--- src/aebm_pkg.sv ---
// aebm_pkg: constants shared by the external bus master, its checker, the slave model and the testbench
// assumes a single 200 MHz clock; no software-visible registers exist
package aebm_pkg;
    localparam int ADDR_W = 24;
    localparam int DATA_W = 16;
    // transfer size encodings {high, low}
    localparam logic [1:0] SIZE_BYTE = 2'h1;
    localparam logic [1:0] SIZE_WORD = 2'h2;
    localparam logic [1:0] SIZE_THREE = 2'h3;
    localparam logic [1:0] SIZE_LONG = 2'h0;
    // space codes
    localparam logic [2:0] SPACE_USER_DATA = 3'h1;
    localparam logic [2:0] SPACE_USER_PROG = 3'h2;
    localparam logic [2:0] SPACE_SUPV_DATA = 3'h5;
    localparam logic [2:0] SPACE_SUPV_PROG = 3'h6;
    localparam logic [2:0] SPACE_CONTROL = 3'h7;
    // active-low acknowledge pairs {high, low}
    localparam logic [1:0] ACK_WAIT = 2'h3;
    localparam logic [1:0] ACK_PORT8 = 2'h2;
    localparam logic [1:0] ACK_PORT16 = 2'h1;
    localparam logic [1:0] ACK_RESVD = 2'h0;
    // operand byte counts
    localparam logic [2:0] BYTES_ONE = 3'h1;
    localparam logic [2:0] BYTES_TWO = 3'h2;
    localparam logic [2:0] BYTES_FOUR = 3'h4;
    // bus cycle states
    typedef enum logic [2:0] {
        AEBM_IDLE = 3'b000,
        AEBM_S0 = 3'b001,
        AEBM_S1 = 3'b010,
        AEBM_S2 = 3'b011,
        AEBM_WAIT = 3'b100,
        AEBM_END = 3'b101
    } aebm_state_e;
endpackage : aebm_pkg

--- src/aebm_lane.sv ---
// aebm_lane: picks the next outgoing operand bytes and merges returned bytes
// assumes operand is left-justified, most significant byte first
`timescale 1ns/1ps
module aebm_lane (
    // operand state
    input wire logic [31:0] operand,
    input wire logic [2:0] done_bytes,
    // lane results
    output logic [15:0] out_word,
    output logic [31:0] merged8,
    output logic [31:0] merged16,
    // read data
    input wire logic [15:0] rd_data
);
    logic [31:0] shifted;
    // bytes already moved are shifted out of the top
    assign shifted = operand << {done_bytes, 3'b000};
    assign out_word = shifted[31:16];
    // an 8-bit port returns one byte on the upper lane, a 16-bit port two bytes
    assign merged8 = operand | ({rd_data[15:8], 24'h000000} >> {done_bytes, 3'b000});
    assign merged16 = operand | ({rd_data, 16'h0000} >> {done_bytes, 3'b000});
endmodule : aebm_lane

--- src/aebm_master.sv ---
// aebm_master: asynchronous external bus master with dynamic port sizing
// assumes an internal requester holding its request until done pulses; slave inputs synchronous to CLK
`timescale 1ns/1ps
//
// Operation
// - 24 address outputs, 16 bidirectional data lines
// - size code byte 01, word 10, three 11, long 00
// - size shows remaining bytes, driven at start
// - direction changes only when it differs
// - three-bit space code valid with address strobe
// - address of most significant byte still moved
// - address strobe half clock after cycle start
// - read data captured at cycle's last falling edge
// - writes drive all sixteen data lines
// - write data half clock after address strobe
// - read data strobe together with address strobe
// - write data strobe one clock after address strobe
// - acknowledge decode: wait, 8-bit, 16-bit, reserved
// - bus fault terminates; with stall, bus error exception
// - auto vector only ends interrupt-acknowledge cycles
// - assume 16-bit port, repeat for narrower ports
// - long word two or four cycles
// - byte zero is most significant byte
// - long word upper word moves first
module aebm_master
    import aebm_pkg::*;
(
    // clock and reset
    input wire logic CLK,
    input wire logic SRST,
    // internal request
    input wire logic REQ_VALID,
    input wire logic REQ_READ,
    input wire logic [2:0] REQ_BYTES,
    input wire logic [aebm_pkg::ADDR_W-1:0] REQ_ADDR,
    input wire logic [2:0] REQ_SPACE,
    input wire logic REQ_IACK,
    input wire logic [31:0] REQ_WDATA,
    // internal answer
    output logic DONE,
    output logic [31:0] RDATA,
    output logic BUS_ERROR,
    output logic BUS_ERROR_EXC,
    output logic AUTO_VECTOR,
    // external bus outputs
    output logic [aebm_pkg::ADDR_W-1:0] ADDR,
    output logic TRANSFER_SIZE_HIGH,
    output logic TRANSFER_SIZE_LOW,
    output logic [2:0] SPACE_CODE,
    output logic READ_NOT_WRITE,
    output logic ADDRESS_STROBE_N,
    output logic DATA_STROBE_N,
    // data lines
    input wire logic [aebm_pkg::DATA_W-1:0] DATA_IN,
    output logic [aebm_pkg::DATA_W-1:0] DATA_OUT,
    output logic DATA_OE,
    // slave terminators
    input wire logic PORT_SIZE_ACK_HIGH_N,
    input wire logic PORT_SIZE_ACK_LOW_N,
    input wire logic BUS_FAULT_N,
    input wire logic STALL_LINE_N,
    input wire logic AUTO_VECTOR_TERM_N
);
    import aebm_pkg::*;

    // one CLK cycle stands for one bus half-clock phase
    aebm_state_e state_r, state_nxt;
    logic [31:0] operand_r;
    logic [2:0] total_r;
    logic [2:0] done_r;
    logic read_r;
    logic iack_r;
    logic [ADDR_W-1:0] base_r;
    logic [15:0] out_word;
    logic [31:0] merged8;
    logic [31:0] merged16;
    logic [2:0] remain;
    logic [1:0] size_code;
    logic [1:0] ack;
    logic ack_term, fault_term, auto_vector_term_term, any_term;
    logic [2:0] moved;
    logic [2:0] done_sum;
    logic finished;
    // decoded phases, lane selection and answers
    logic take;
    logic cycle_start;
    logic cycle_end;
    logic operand_end;
    logic take_read;
    logic odd_lane;
    logic lone_byte;
    logic oe_on;
    logic oe_off;
    logic ds_write;
    logic fault_exc;
    logic auto_vector_term_only;
    logic rnw_flip;
    logic [2:0] space_r;
    logic [15:0] rd_lane;
    logic [15:0] wr_word;
    logic [31:0] merged;
    logic [31:0] wdata_just;
    logic [31:0] rdata_just;
    logic [ADDR_W-1:0] next_addr;

    // byte steering for both directions
    aebm_lane u_lane (
        .operand(operand_r),
        .done_bytes(done_r),
        .out_word(out_word),
        .merged8(merged8),
        .merged16(merged16),
        .rd_data(rd_lane)
    );

    // remaining byte count becomes the size code; four maps to 00
    assign remain = total_r - done_r;
    assign size_code = (remain == BYTES_FOUR) ? SIZE_LONG : remain[1:0];

    // termination decode
    assign ack = {PORT_SIZE_ACK_HIGH_N, PORT_SIZE_ACK_LOW_N};
    assign ack_term = (ack == ACK_PORT8) || (ack == ACK_PORT16);
    assign fault_term = !BUS_FAULT_N;
    assign auto_vector_term_term = iack_r && !AUTO_VECTOR_TERM_N;
    assign any_term = ack_term || fault_term || auto_vector_term_term;

    // bytes moved: 16-bit port takes up to two, 8-bit port one
    assign moved = (ack == ACK_PORT16 && remain >= BYTES_TWO) ? BYTES_TWO : BYTES_ONE;
    assign done_sum = done_r + moved;
    assign finished = fault_term || auto_vector_term_term || (done_sum >= total_r);

    // cycle sequencer
    always_comb begin
        state_nxt = state_r;
        case (state_r)
            AEBM_IDLE: if (REQ_VALID) state_nxt = AEBM_S0;
            AEBM_S0: state_nxt = AEBM_S1;
            AEBM_S1: state_nxt = AEBM_S2;
            AEBM_S2: state_nxt = AEBM_WAIT;
            AEBM_WAIT: if (any_term) state_nxt = AEBM_END;
            AEBM_END: state_nxt = AEBM_IDLE;
            default: state_nxt = AEBM_IDLE;
        endcase
    end

    // request capture and per-phase strobes of the sequencer
    assign take = (state_r == AEBM_IDLE) && REQ_VALID && (done_r == 3'h0);
    assign cycle_start = (state_r == AEBM_S0);
    assign cycle_end = (state_r == AEBM_WAIT) && any_term;
    assign operand_end = cycle_end && finished;
    assign take_read = cycle_end && read_r && ack_term;

    // a 16-bit port hands an odd single byte back on the lower lane
    assign odd_lane = (ack == ACK_PORT16) && ADDR[0] && (moved == BYTES_ONE);
    assign rd_lane = odd_lane ? {DATA_IN[7:0], DATA_IN[7:0]} : DATA_IN;
    assign merged = (moved == BYTES_TWO) ? merged16 : merged8;

    // a lone byte goes out on both lanes, so either port width finds it
    assign lone_byte = (remain == BYTES_ONE);
    assign wr_word = lone_byte ? {out_word[15:8], out_word[15:8]} : out_word;

    // justification between the right-aligned request and the left-aligned operand
    assign wdata_just = REQ_WDATA << {(BYTES_FOUR - REQ_BYTES), 3'b000};
    assign rdata_just = merged >> {(BYTES_FOUR - total_r), 3'b000};
    assign next_addr = base_r + {{(ADDR_W-3){1'b0}}, done_r};

    // data drive window and write data strobe
    assign oe_on = (state_r == AEBM_S1) && !read_r;
    assign oe_off = (state_r == AEBM_END);
    assign ds_write = (state_r == AEBM_S2) && !read_r;

    // answers and direction flip decoded once
    assign fault_exc = fault_term && !STALL_LINE_N;
    assign auto_vector_term_only = auto_vector_term_term && !fault_term;
    assign rnw_flip = cycle_start && (READ_NOT_WRITE != read_r);

    // sequencer state
    always_ff @(posedge CLK) begin
        if (SRST) begin
            state_r <= AEBM_IDLE;
        end else begin
            state_r <= state_nxt;
        end
    end

    // request fields held for every bus cycle of one operand
    always_ff @(posedge CLK) begin
        if (SRST) begin
            total_r <= 3'h0;
            read_r <= 1'b0;
            iack_r <= 1'b0;
            base_r <= '0;
            space_r <= 3'h0;
        end else if (take) begin
            total_r <= REQ_BYTES;
            read_r <= REQ_READ;
            iack_r <= REQ_IACK;
            base_r <= REQ_ADDR;
            space_r <= REQ_SPACE;
        end
    end

    // operand store: loaded left-justified, filled by reads msb first
    always_ff @(posedge CLK) begin
        if (SRST) begin
            operand_r <= 32'h00000000;
        end else if (take) begin
            operand_r <= REQ_READ ? 32'h00000000 : wdata_just;
        end else if (take_read) begin
            operand_r <= merged;
        end
    end

    // bytes already moved; follow-on cycles carry the rest, upper word first
    always_ff @(posedge CLK) begin
        if (SRST) begin
            done_r <= 3'h0;
        end else if (cycle_end) begin
            done_r <= finished ? 3'h0 : done_sum;
        end
    end

    // address of the most significant byte still to move
    always_ff @(posedge CLK) begin
        if (SRST) begin
            ADDR <= '0;
        end else if (cycle_start) begin
            ADDR <= next_addr;
        end
    end

    // remaining byte count on the size pins
    always_ff @(posedge CLK) begin
        if (SRST) begin
            TRANSFER_SIZE_HIGH <= 1'b0;
            TRANSFER_SIZE_LOW <= 1'b0;
        end else if (cycle_start) begin
            TRANSFER_SIZE_HIGH <= size_code[1];
            TRANSFER_SIZE_LOW <= size_code[0];
        end
    end

    // address space of the operand
    always_ff @(posedge CLK) begin
        if (SRST) begin
            SPACE_CODE <= 3'h0;
        end else if (cycle_start) begin
            SPACE_CODE <= space_r;
        end
    end

    // direction flips only at a cycle start that needs it
    always_ff @(posedge CLK) begin
        if (SRST) begin
            READ_NOT_WRITE <= 1'b1;
        end else if (rnw_flip) begin
            READ_NOT_WRITE <= read_r;
        end
    end

    // address strobe half a bus clock after the cycle begins, high again after the terminator
    always_ff @(posedge CLK) begin
        if (SRST) begin
            ADDRESS_STROBE_N <= 1'b1;
        end else if (cycle_start) begin
            ADDRESS_STROBE_N <= 1'b0;
        end else if (cycle_end) begin
            ADDRESS_STROBE_N <= 1'b1;
        end
    end

    // data strobe: with the address strobe on reads, one bus clock later on writes
    always_ff @(posedge CLK) begin
        if (SRST) begin
            DATA_STROBE_N <= 1'b1;
        end else if (cycle_start) begin
            DATA_STROBE_N <= !read_r;
        end else if (ds_write) begin
            DATA_STROBE_N <= 1'b0;
        end else if (cycle_end) begin
            DATA_STROBE_N <= 1'b1;
        end
    end

    // write data on all sixteen lines half a bus clock after the address strobe
    always_ff @(posedge CLK) begin
        if (SRST) begin
            DATA_OUT <= '0;
        end else if (oe_on) begin
            DATA_OUT <= wr_word;
        end
    end

    // lines driven from write data launch until the cycle has closed
    always_ff @(posedge CLK) begin
        if (SRST) begin
            DATA_OE <= 1'b0;
        end else if (oe_on) begin
            DATA_OE <= 1'b1;
        end else if (oe_off) begin
            DATA_OE <= 1'b0;
        end
    end

    // completion pulse once the whole operand has moved or a terminator ended it
    always_ff @(posedge CLK) begin
        if (SRST) begin
            DONE <= 1'b0;
        end else begin
            DONE <= operand_end;
        end
    end

    // read result right-justified for the requester
    always_ff @(posedge CLK) begin
        if (SRST) begin
            RDATA <= 32'h00000000;
        end else if (operand_end && take_read) begin
            RDATA <= rdata_just;
        end
    end

    // bus fault ends the whole operand; with the stall line it is an exception
    always_ff @(posedge CLK) begin
        if (SRST) begin
            BUS_ERROR <= 1'b0;
            BUS_ERROR_EXC <= 1'b0;
        end else begin
            BUS_ERROR <= operand_end && fault_term;
            BUS_ERROR_EXC <= operand_end && fault_exc;
        end
    end

    // auto vector counts only on an interrupt-acknowledge cycle
    always_ff @(posedge CLK) begin
        if (SRST) begin
            AUTO_VECTOR <= 1'b0;
        end else begin
            AUTO_VECTOR <= operand_end && auto_vector_term_only;
        end
    end
endmodule : aebm_master

--- config.mk ---
export PLATFORM = sky130hd
export DESIGN_NAME = aebm_master
export DESIGN_NICKNAME = d
export VERILOG_FILES = /design/src/aebm_pkg.sv /design/src/aebm_lane.sv /design/src/aebm_master.sv
export SDC_FILE = /design/constraint.sdc
export NUM_CORES = 1
export LEC_CHECK = 0
export ABC_AREA = 0
export BUFFER_PORTS_ARGS = -buffer_cell sky130_fd_sc_hd__buf_2
export CAP_MARGIN = 20
export CORE_ASPECT_RATIO = 0.6
export CORE_MARGIN = 8
export CORE_UTILIZATION = 30
export DETAILED_ROUTE_END_ITERATION = 6
export GPL_TIMING_DRIVEN = 0
export PLACE_DENSITY = 0.56
export SLEW_MARGIN = 40
export SYNTH_ARGS = -nofsm -noshare
export SYNTH_HDL_FRONTEND = slang
export SYNTH_HIERARCHICAL = 1
export SYNTH_SLANG_ARGS = --single-unit
--- constraint.sdc ---
create_clock -name CLK -period 4.9 [get_ports CLK]
set_input_delay 1.47 -clock CLK [delete_from_list [all_inputs] [get_ports CLK]]
set_output_delay 1.47 -clock CLK [all_outputs]
set_load 0.02 [all_outputs]
# Word-level counts from Yosys, hierarchy flattened
# Index checks and enable logic that the tools add are counted.
# op_classes
n_addsub	5
multipliers	0
div	0
order_cmp	2
eq_ne	14
shift	5
mux	18
bitwise	2
n_reduce_logical	35
# op_table
operator	n
$mux 32	4
$shr 32x6->32	3
$or 32x32->32	2
$shl 32x6->32	2
$add 24x3->24	1
$logic_and 1x1->1	19
$mux 16	1
$pmux 3 s5	1
$eq 3x3->1 const B	3
$mux 3	3
$mux 8	1
$eq 3x1->1 const B	2
$eq 3x2->1 const B	2
$logic_not 3->1	2
$mux 1	6
$reduce_bool 2->1	3
$sub 3x3->3 const A	2
$logic_or 1x1->1	5
$eq 2x1->1 const B	2
$eq 2x2->1 const B	2
$logic_not 1->1	4
$mux 2	2
$ne 2x2->1 const B	2
$add 3x2->3	1
other kinds (6)	6
# word_totals
regBits	155
latchBits	0
mem_bits_rw	0
rom_bits	0
in_bits	88
output_inout_bits	85
wordCells	103
memories	0

# Longest topological paths before layout
# Gate-level depths: netlist of run 1.
# logic_depth
depth_word	12
depth_mapped	20
depth_no_buf	16

# Hierarchy
# Netlist of run 1, hierarchy kept.
# by_module_without_submodules
mod	instances	cells_each	area_per_inst_um2	seq_area_each_um2
aebm_master	1	924	7679.9	3103.0
aebm_lane	1	158	1154.9	0.0

# Worst setup path before layout of run 1
# OpenSTA, ideal clock, no wires.
# synth_path
path_type	in2reg
from	in PORT_SIZE_ACK_HIGH_N
to	reg RDATA[6]
setup_ps	64
t_arrival_ps	4531
required_ps	4836
setup_slack_ps	306
stages	16
path_buffers	3
cell_sequence	inv_1 -> ha_1 -> o21ai_4 -> buf_4 -> buf_6 -> ha_1 -> inv_1 -> fa_1 -> inv_1 -> ha_1 -> a21o_1 -> a211o_1 -> a21oi_1 -> clkbuf_1 -> a22oi_1 -> nand3_1
# synth_between
elab_chain_len	10
elab_cells_between_ends	26
classes_between	add/sub (1); order compare (1); eq/ne (4); shift (3); mux (3); bitwise (2); reduce/logical (12)
# synth_rtl
item	line	source
start, declared	aebm_master.sv:58	input wire logic PORT_SIZE_ACK_HIGH_N,
$eq 2x1->1	aebm_master.sv:122, aebm_master.sv:128, aebm_master.sv:154	
$logic_and 1x1->1	aebm_master.sv:128	assign moved = (ack == ACK_PORT16 && remain >= BYTES_TWO) ? BYTES_TWO : BYTES_ONE;
$mux 2	aebm_master.sv:128	
$eq 2x1->1	aebm_master.sv:154	assign odd_lane = (ack == ACK_PORT16) && ADDR[0] && (moved == BYTES_ONE);
$logic_and 1x1->1	aebm_master.sv:154	
$mux 16	aebm_master.sv:155	assign rd_lane = odd_lane ? {DATA_IN[7:0], DATA_IN[7:0]} : DATA_IN;
$shr 32x6->32, on equally long branches	aebm_lane.sv:20, aebm_lane.sv:21	
$or 32x32->32, on equally long branches	aebm_lane.sv:20, aebm_lane.sv:21	
$mux 32	aebm_master.sv:156	assign merged = (moved == BYTES_TWO) ? merged16 : merged8;
$shr 32x6->32	aebm_master.sv:164	assign rdata_just = merged >> {(BYTES_FOUR - total_r), 3'b000};
end signal, assigned	aebm_master.sv:319	RDATA <= rdata_just;
end, declared	aebm_master.sv:41	output logic [31:0] RDATA,
# Parallel ways exist; a longest one is shown, timed or not.
# A chain may end at the register's enable or synchronous reset.

# Worst setup path after layout of run 1
# layout_path
from	reg total_r[0]
to	reg RDATA[9]
# layout_between
elab_chain_len	11
elab_cells_between_ends	20
classes_between	add/sub (3); order compare (2); eq/ne (2); shift (3); mux (3); bitwise (2); reduce/logical (5)
# layout_rtl
item	line	source
start, declared	aebm_master.sv:69	logic [2:0] total_r;
start signal, assigned	aebm_master.sv:189	total_r <= 3'h0;
start signal, assigned	aebm_master.sv:195	total_r <= REQ_BYTES;
$sub 3x3->3	aebm_master.sv:117	assign remain = total_r - done_r;
$ge 3x2->1	aebm_master.sv:128	
$logic_and 1x1->1	aebm_master.sv:128	
$mux 2	aebm_master.sv:128	
$eq 2x1->1	aebm_master.sv:154	
$logic_and 1x1->1	aebm_master.sv:154	
$mux 16	aebm_master.sv:155	
$shr 32x6->32, on equally long branches	aebm_lane.sv:20, aebm_lane.sv:21	
$or 32x32->32, on equally long branches	aebm_lane.sv:20, aebm_lane.sv:21	
$mux 32	aebm_master.sv:156	
$shr 32x6->32	aebm_master.sv:164	
# Parallel ways exist; a longest one is shown, timed or not.

==> impl_metrics.env, run 1 <==
export IMPL_worst_slew_pin_slew_ns=0.919
export IMPL_leakagePower_nw=4.41
export IMPL_synth_area_top_cells="dfxtp_1, mux2i_1, nand2_1, a21oi_1, a211oi_1"
export IMPL_synth_seq_area_share_pct=35.1
export IMPL_hold_viol=0
export IMPL_vias=9041
export IMPL_place_congestion=0.979
export IMPL_synth_cell_types=61
export IMPL_power_density_mw_per_mm2=345
export IMPL_peakVddDrop_uv=264
export IMPL_drv_slew=0
export IMPL_synth_seq_cells=155
export IMPL_drv_cap=0
export IMPL_wl_per_cell_microns=22.1
export IMPL_area_growth_pct=24.2
export IMPL_max_stage_delay_ns=0.51
export IMPL_routed_wl_microns=37300
export IMPL_die_area_sq_mm=0.0354
export IMPL_grt_pass1_vias=8674
export IMPL_die_h_microns=149
export IMPL_synth_edf_count=0
export IMPL_drc=0
export IMPL_reg2reg_slack_ns=0.20
export IMPL_ios=173
export IMPL_drt_pass1_iterations=5
export IMPL_holdPathStages=2
export IMPL_post_route_period_util_pct=96.0
export IMPL_num_antenna_cells=0
export IMPL_min_period_ns=4.70
export IMPL_timing_hold_ws_ns=0.451
export IMPL_synth_fp_nets=1184
export IMPL_overflow=0
export IMPL_min_path_type="flop to flop"
export IMPL_cts_buffers=17
export IMPL_cts_root_buffer="clkbuf_16"
export IMPL_die_x_microns=238
export IMPL_antenna_found_initial=2
export IMPL_start_util_pct=30.6
export IMPL_avgViaCountPerCell=5.34
export IMPL_placed_area_sq_mm=0.0102
export IMPL_r2r_cells=19
export IMPL_htreeDepth=4
export IMPL_dr_first_iter_drc_count=842
export IMPL_totalPowerFinal_w=0.00378
export IMPL_end_kind="flop"
export IMPL_rsz0062_at_grt="no"
export IMPL_crit_cells=19
export IMPL_cp_slowest_cell="fa_2"
export IMPL_dp_hpwl_microns=29800
export IMPL_final_area_sq_mm=0.0110
export IMPL_synth_warnings=6
export IMPL_post_synth_top_area_cell="dfxtp_1"
export IMPL_ant_nets=0
export IMPL_numPortBuffers=170
export IMPL_crit_buf_inv=8
export IMPL_grt_pass1_wl_microns=54600
export IMPL_fillers=3072
export IMPL_post_route_util_pct=38.0
export IMPL_async_reset_ff_share_pct=0
export IMPL_critPathKind="flop to flop"
export IMPL_clock_path_buffers=2
export IMPL_path_cells="clkbuf_4 -> clkinvlp_4 -> ha_1 -> inv_1 -> fa_2 -> o21ai_4 -> buf_6 -> ha_1 -> inv_1 -> fa_1 -> inv_1 -> ha_1 -> a21o_1 -> a211oi_4 -> nor4b_4 -> buf_4 -> clkbuf_2 -> o211ai_1 -> o21ai_0"
export IMPL_cts_sinks=155
export IMPL_cp_required_ns=5.19
export IMPL_clk_latency_ns=0.44
export IMPL_skew_ns=0.00860
export IMPL_startpoint_type="flop"
export IMPL_grt_max_degree=17
export IMPL_synthesis_area_sq_mm=0.00883
export IMPL_synth_top_flop_cell="dfxtp_1"
export IMPL_critPathTopFamily="adder cells"
export IMPL_worstPathArrival_ns=4.99
export IMPL_status="completed"
export IMPL_nNetsFinal=1381
export IMPL_setup_violations=0
export IMPL_cts_tree="yes"
export IMPL_crit_path_max_fanout=20
export IMPL_cts_hold_buf=0
export IMPL_synth_top_area_share_pct=35.1
export IMPL_slew_limit_headroom_pct=37.0
export IMPL_grt_util_all_layers_pct=20.5
export IMPL_rows=48
export IMPL_avgSynthCellArea_sq_um=8.17
export IMPL_core_area_sq_mm=0.0289
export IMPL_final_layout_size_suffix_gt1_share_pct=22.4
export IMPL_syn_inst=1082
export IMPL_cts_clk_slew_worst_paths_ns=0.07
export IMPL_fmax_ghz=0.213
==> per-layer routing <==
metal	wire length, microns	track usage (%)	vias to the layer above
met3	3550	6.55	48
met5	27	0	-
li1	-	-	4259
met1	17800	29.5	4351
met2	15300	28.5	379
met4	696	6.00	4
==> per-stage QoR <==
step,setup WS [ns],setup TNS (ns),std cells
floorplan,0.306,0,1082
global placement,-1.02,-21.04,1652
detailed placement,-0.908,-18.86,1654
CTS,0.0297,0,1691
global route,0.00529,0,1692
finish,0.198,0,1692
==> repair_timing <==
action,4_1_cts,5_1_grt
setup endpoints to repair,32,27
setup buffers,5,2
gates resized for setup,10,6
pin swaps,3,2
==> registers in the layout, summed over array words and instances (netlist names), 3 cells and up <==
| name | count |
|---|---|
| operand_r | 32 |
| total_r | 3 |
| space_r | 3 |
| SPACE_CODE | 3 |
| state_r | 3 |
| ADDR | 24 |
| DATA_OUT | 16 |
| RDATA | 32 |
| done_r | 3 |
| base_r | 24 |
==> logic make-up after synthesis <==
group | synth area share [%]
AOI/OAI and AO/OA | 23.2
xor gates and xnor gates | 2.83
adders and majority gates | 2.24
buffers and inverters | 5.76
DFF | 35.1
muxes | 11.4
and+or+nand+nor | 19.4
==> cells in the final DEF, fill, tap and decap left out, types with 21 or more instances in the layout <==
master / synthesis / final
a21oi_1: 83 / 82
dfxtp_1: 155 / 154
buf_2: 13 / 185
o21ai_0: 33 / 33
nor2b_1: 21 / 21
nand2_1: 162 / 162
nor2_1: 100 / 100
inv_1: 24 / 23
a22oi_1: 31 / 31
mux2i_1: 74 / 74
clkbuf_1: 54 / 50
mux2_2: 24 / 24
a211oi_1: 51 / 50
==> worst reg2reg max path, delay by kind of cell (launching register included) <==
kind	cells	cell delay [ns]
flops	1	0.33
buf+inv	8	1.22
compound gates	5	1.24
fa+ha+maj	5	1.68
simple gates	1	0.09
==> area by class of cell <==
class	instances	area (sq um)	share of cell area, %
clock buffer	18	439	4.00
multi-input combinational	815	5320	48.5
timing repair buffer	179	913	8.32
buffer	87	419	3.82
inverter	24	93.8	0.855
tap	400	500	4.56
clock inverter	14	181	1.65
sequential	155	3110	28.3
==> cell usage after synthesis, drive strengths merged (3+ instances only) <==
| library cell | number |
|---|---|
| a211oi | 51 |
| a21o | 18 |
| a21oi | 83 |
| a221o | 8 |
| a22o | 7 |
| a22oi | 31 |
| and3 | 8 |
| buf | 33 |
| clkbuf | 55 |
| dfxtp | 155 |
| fa | 3 |
| ha | 11 |
| inv | 24 |
| mux2 | 24 |
| mux2i | 74 |
| nand2 | 162 |
| nand2b | 17 |
| nand3 | 17 |
| nand4 | 4 |
| nor2 | 101 |
| nor2b | 21 |
| nor3 | 21 |
| nor4 | 5 |
| nor4b | 3 |
| o211ai | 8 |
| o21ai | 34 |
| o21bai | 18 |
| o221a | 8 |
| o22ai | 15 |
| o2bb2ai | 6 |
| o32ai | 8 |
| or2 | 3 |
| or3 | 3 |
| xnor2 | 12 |
| xor2 | 14 |
==> report_power, final <==
part / leakage [nW] / internal [W] / switching, W
sequential: 1.26 / 0.00135 / 0.0000895
combinational: 2.85 / 0.000321 / 0.000588
clock: 0.297 / 0.000828 / 0.000610
total: 4.41 / 0.00250 / 0.00129
==> final timing paths <==
kind                                 start         end
worst max-delay path            total_r[0]    RDATA[9]
worst min register to register  space_r[0]  space_r[0]
worst max register to register  total_r[0]    RDATA[9]
worst min-delay path            space_r[0]  space_r[0]
No activity file was read; power rests on OpenSTA's default activity.
==> run 2: changes to the inputs <==
--- a/config.mk
+++ b/config.mk
@@ -9,7 +9,6 @@
 export BUFFER_PORTS_ARGS = -buffer_cell sky130_fd_sc_hd__buf_2
 export CAP_MARGIN = 20
 export CORE_ASPECT_RATIO = 0.6
-export CORE_MARGIN = 8
 export CORE_UTILIZATION = 30
 export DETAILED_ROUTE_END_ITERATION = 6
 export GPL_TIMING_DRIVEN = 0
==> impl_metrics.env, run 2 (same netlist as run 1, synthesis figures left out) <==
export IMPL_status="completed"
export IMPL_final_common_cell="buf_2"
export IMPL_die_h_microns=135
export IMPL_startpoint_type="flop"
export IMPL_min_path_type="flop to flop"
export IMPL_totalPowerFinal_w=0.00371
export IMPL_cts_buffers=17
export IMPL_rsz0062_at_grt="no"
export IMPL_power_density_mw_per_mm2=340
export IMPL_drt_pass1_iterations=5
export IMPL_worst_slew_pin_slew_ns=0.896
export IMPL_ant_nets=0
export IMPL_vias=9136
export IMPL_cts_sinks=155
export IMPL_min_period_ns=4.72
export IMPL_drc=0
export IMPL_grt_util_all_layers_pct=23.9
export IMPL_cts_tree="yes"
export IMPL_cp_required_ns=5.21
export IMPL_place_congestion=1.01
export IMPL_timing_hold_ws_ns=0.450
export IMPL_skew_ns=0.0138
export IMPL_critPathLaunch="total_r[0]"
export IMPL_leakagePower_nw=4.37
export IMPL_area_growth_pct=23.2
export IMPL_worstPathArrival_ns=5.03
export IMPL_clock_path_buffers=2
export IMPL_peakVddDrop_uv=258
export IMPL_dp_hpwl_microns=28600
export IMPL_rows=48
export IMPL_drv_slew=0
export IMPL_avgViaCountPerCell=5.49
export IMPL_dr_first_iter_drc_count=851
export IMPL_hp_start="ADDR[2]"
export IMPL_wl_per_cell_microns=21.8
export IMPL_setup_tns_ns=0
export IMPL_clk_latency_ns=0.45
export IMPL_cts_clk_slew_worst_paths_ns=0.07
export IMPL_setup_violations=0
export IMPL_hold_viol=0
export IMPL_ios=173
export IMPL_layout_common_cells="buf_2, nand2_1, dfxtp_1, nor2_1, a21oi_1"
export IMPL_overflow=0
export IMPL_fmax_ghz=0.212
export IMPL_critPathKind="flop to flop"
export IMPL_antenna_found_initial=0
export IMPL_r2r_start="total_r[0]"
export IMPL_numPortBuffers=170
export IMPL_die_area_sq_mm=0.0302
export IMPL_post_route_period_util_pct=96.4
export IMPL_crit_path_max_fanout=20
export IMPL_end_kind="flop"
export IMPL_reg_top3="RDATA x32, operand_r x32"
export IMPL_grt_max_degree=17
export IMPL_grt_pass1_wl_microns=53300
export IMPL_nNetsFinal=1376
export IMPL_core_area_sq_mm=0.0288
export IMPL_start_util_pct=30.6
export IMPL_cts_root_buffer="clkbuf_16"
export IMPL_htreeDepth=4
export IMPL_final_layout_size_suffix_gt1_share_pct=22.2
export IMPL_drv_cap=0
export IMPL_routed_wl_microns=36300
export IMPL_die_x_microns=224
export IMPL_grt_pass1_vias=8350
export IMPL_slew_limit_headroom_pct=38.6
## run 2: changes by cell type in the layout (fill, tap and decap cells not counted), sizes merged
cell | before | now
buf | 211 | 207
bufinv | 3 | 1
clkbuf | 73 | 71
clkinv | 1 | 4
clkinvlp | 4 | 3
diode | 0 | 1
inv | 30 | 31
## run 2: report_power, final
group | leakage, nW | total (W) | switching [W] | internal [W]
logic | 2.83 | 0.000911 | 0.000592 | 0.000319
clock network | 0.284 | 0.00135 | 0.000634 | 0.000720
registers | 1.26 | 0.00144 | 0.0000925 | 0.00135
total | 4.37 | 0.00371 | 0.00132 | 0.00239
## run 2: final timing paths
path,end,slack (ns),cells after the start
max,RDATA[9],0.18,20
min,ADDR[2],0.45,2
max reg2reg,RDATA[9],0.18,20
min reg2reg,ADDR[2],0.45,2
## run 2: cell type report
cell class,instances,area [sq um]
flip-flops and latches,155,3100
fillers,3015,17900
well taps,375,469
diodes,1,2.50
clock buffers,17,425
clock inverters,15,158
repair buffers,174,881
multi-input cells,815,5330
inverters,24,93.8
plain buffers,87,419
## run 2: worst max-delay path, stage by stage (launching register included)
cell	delay, ns
dfxtp_1	0.44
buf_4	0.22
clkinvlp_4	0.13
ha_1	0.20
inv_1	0.06
fa_2	0.18
xnor3_2	0.32
o21ai_4	0.20
buf_6	0.28
ha_1	0.20
inv_1	0.05
fa_1	0.50
inv_1	0.05
ha_1	0.26
a21o_1	0.21
a211oi_4	0.35
nor4b_4	0.08
buf_4	0.20
clkbuf_2	0.21
o211ai_1	0.28
o21ai_0	0.15
## run 2: through the flow
stage | instances | setup slack (ns) | util [%] | cell area (sq um)
after floorplan | 1082 | 0.306 | - | 8830
after global placement | 1627 | -0.791 | 35.2 | 10200
after detailed placement | 1627 | -0.735 | 35.4 | 10200
after CTS | 1661 | 0.0408 | 37.6 | 10800
after global routing | 1662 | 0.0131 | 37.8 | 10900
final | 1663 | 0.176 | 37.8 | 10900
## run 2: layer usage
metal | track usage, % | vias up | part of all wire (%)
met5 | 0 | - | 0
met4 | 7.57 | 0 | 2.2
met2 | 31.1 | 443 | 38
met1 | 36.6 | 4380 | 49
met3 | 6.72 | 58 | 11
li1 | - | 4255 | -
## run 2: repair_timing
action,in CTS,in global routing
hold buffers,0,0
endpoints found under the hold margin,0,0
setup buffers,2,2
pin swaps,2,3
gates resized for setup,10,7
endpoints found under the setup margin,32,26
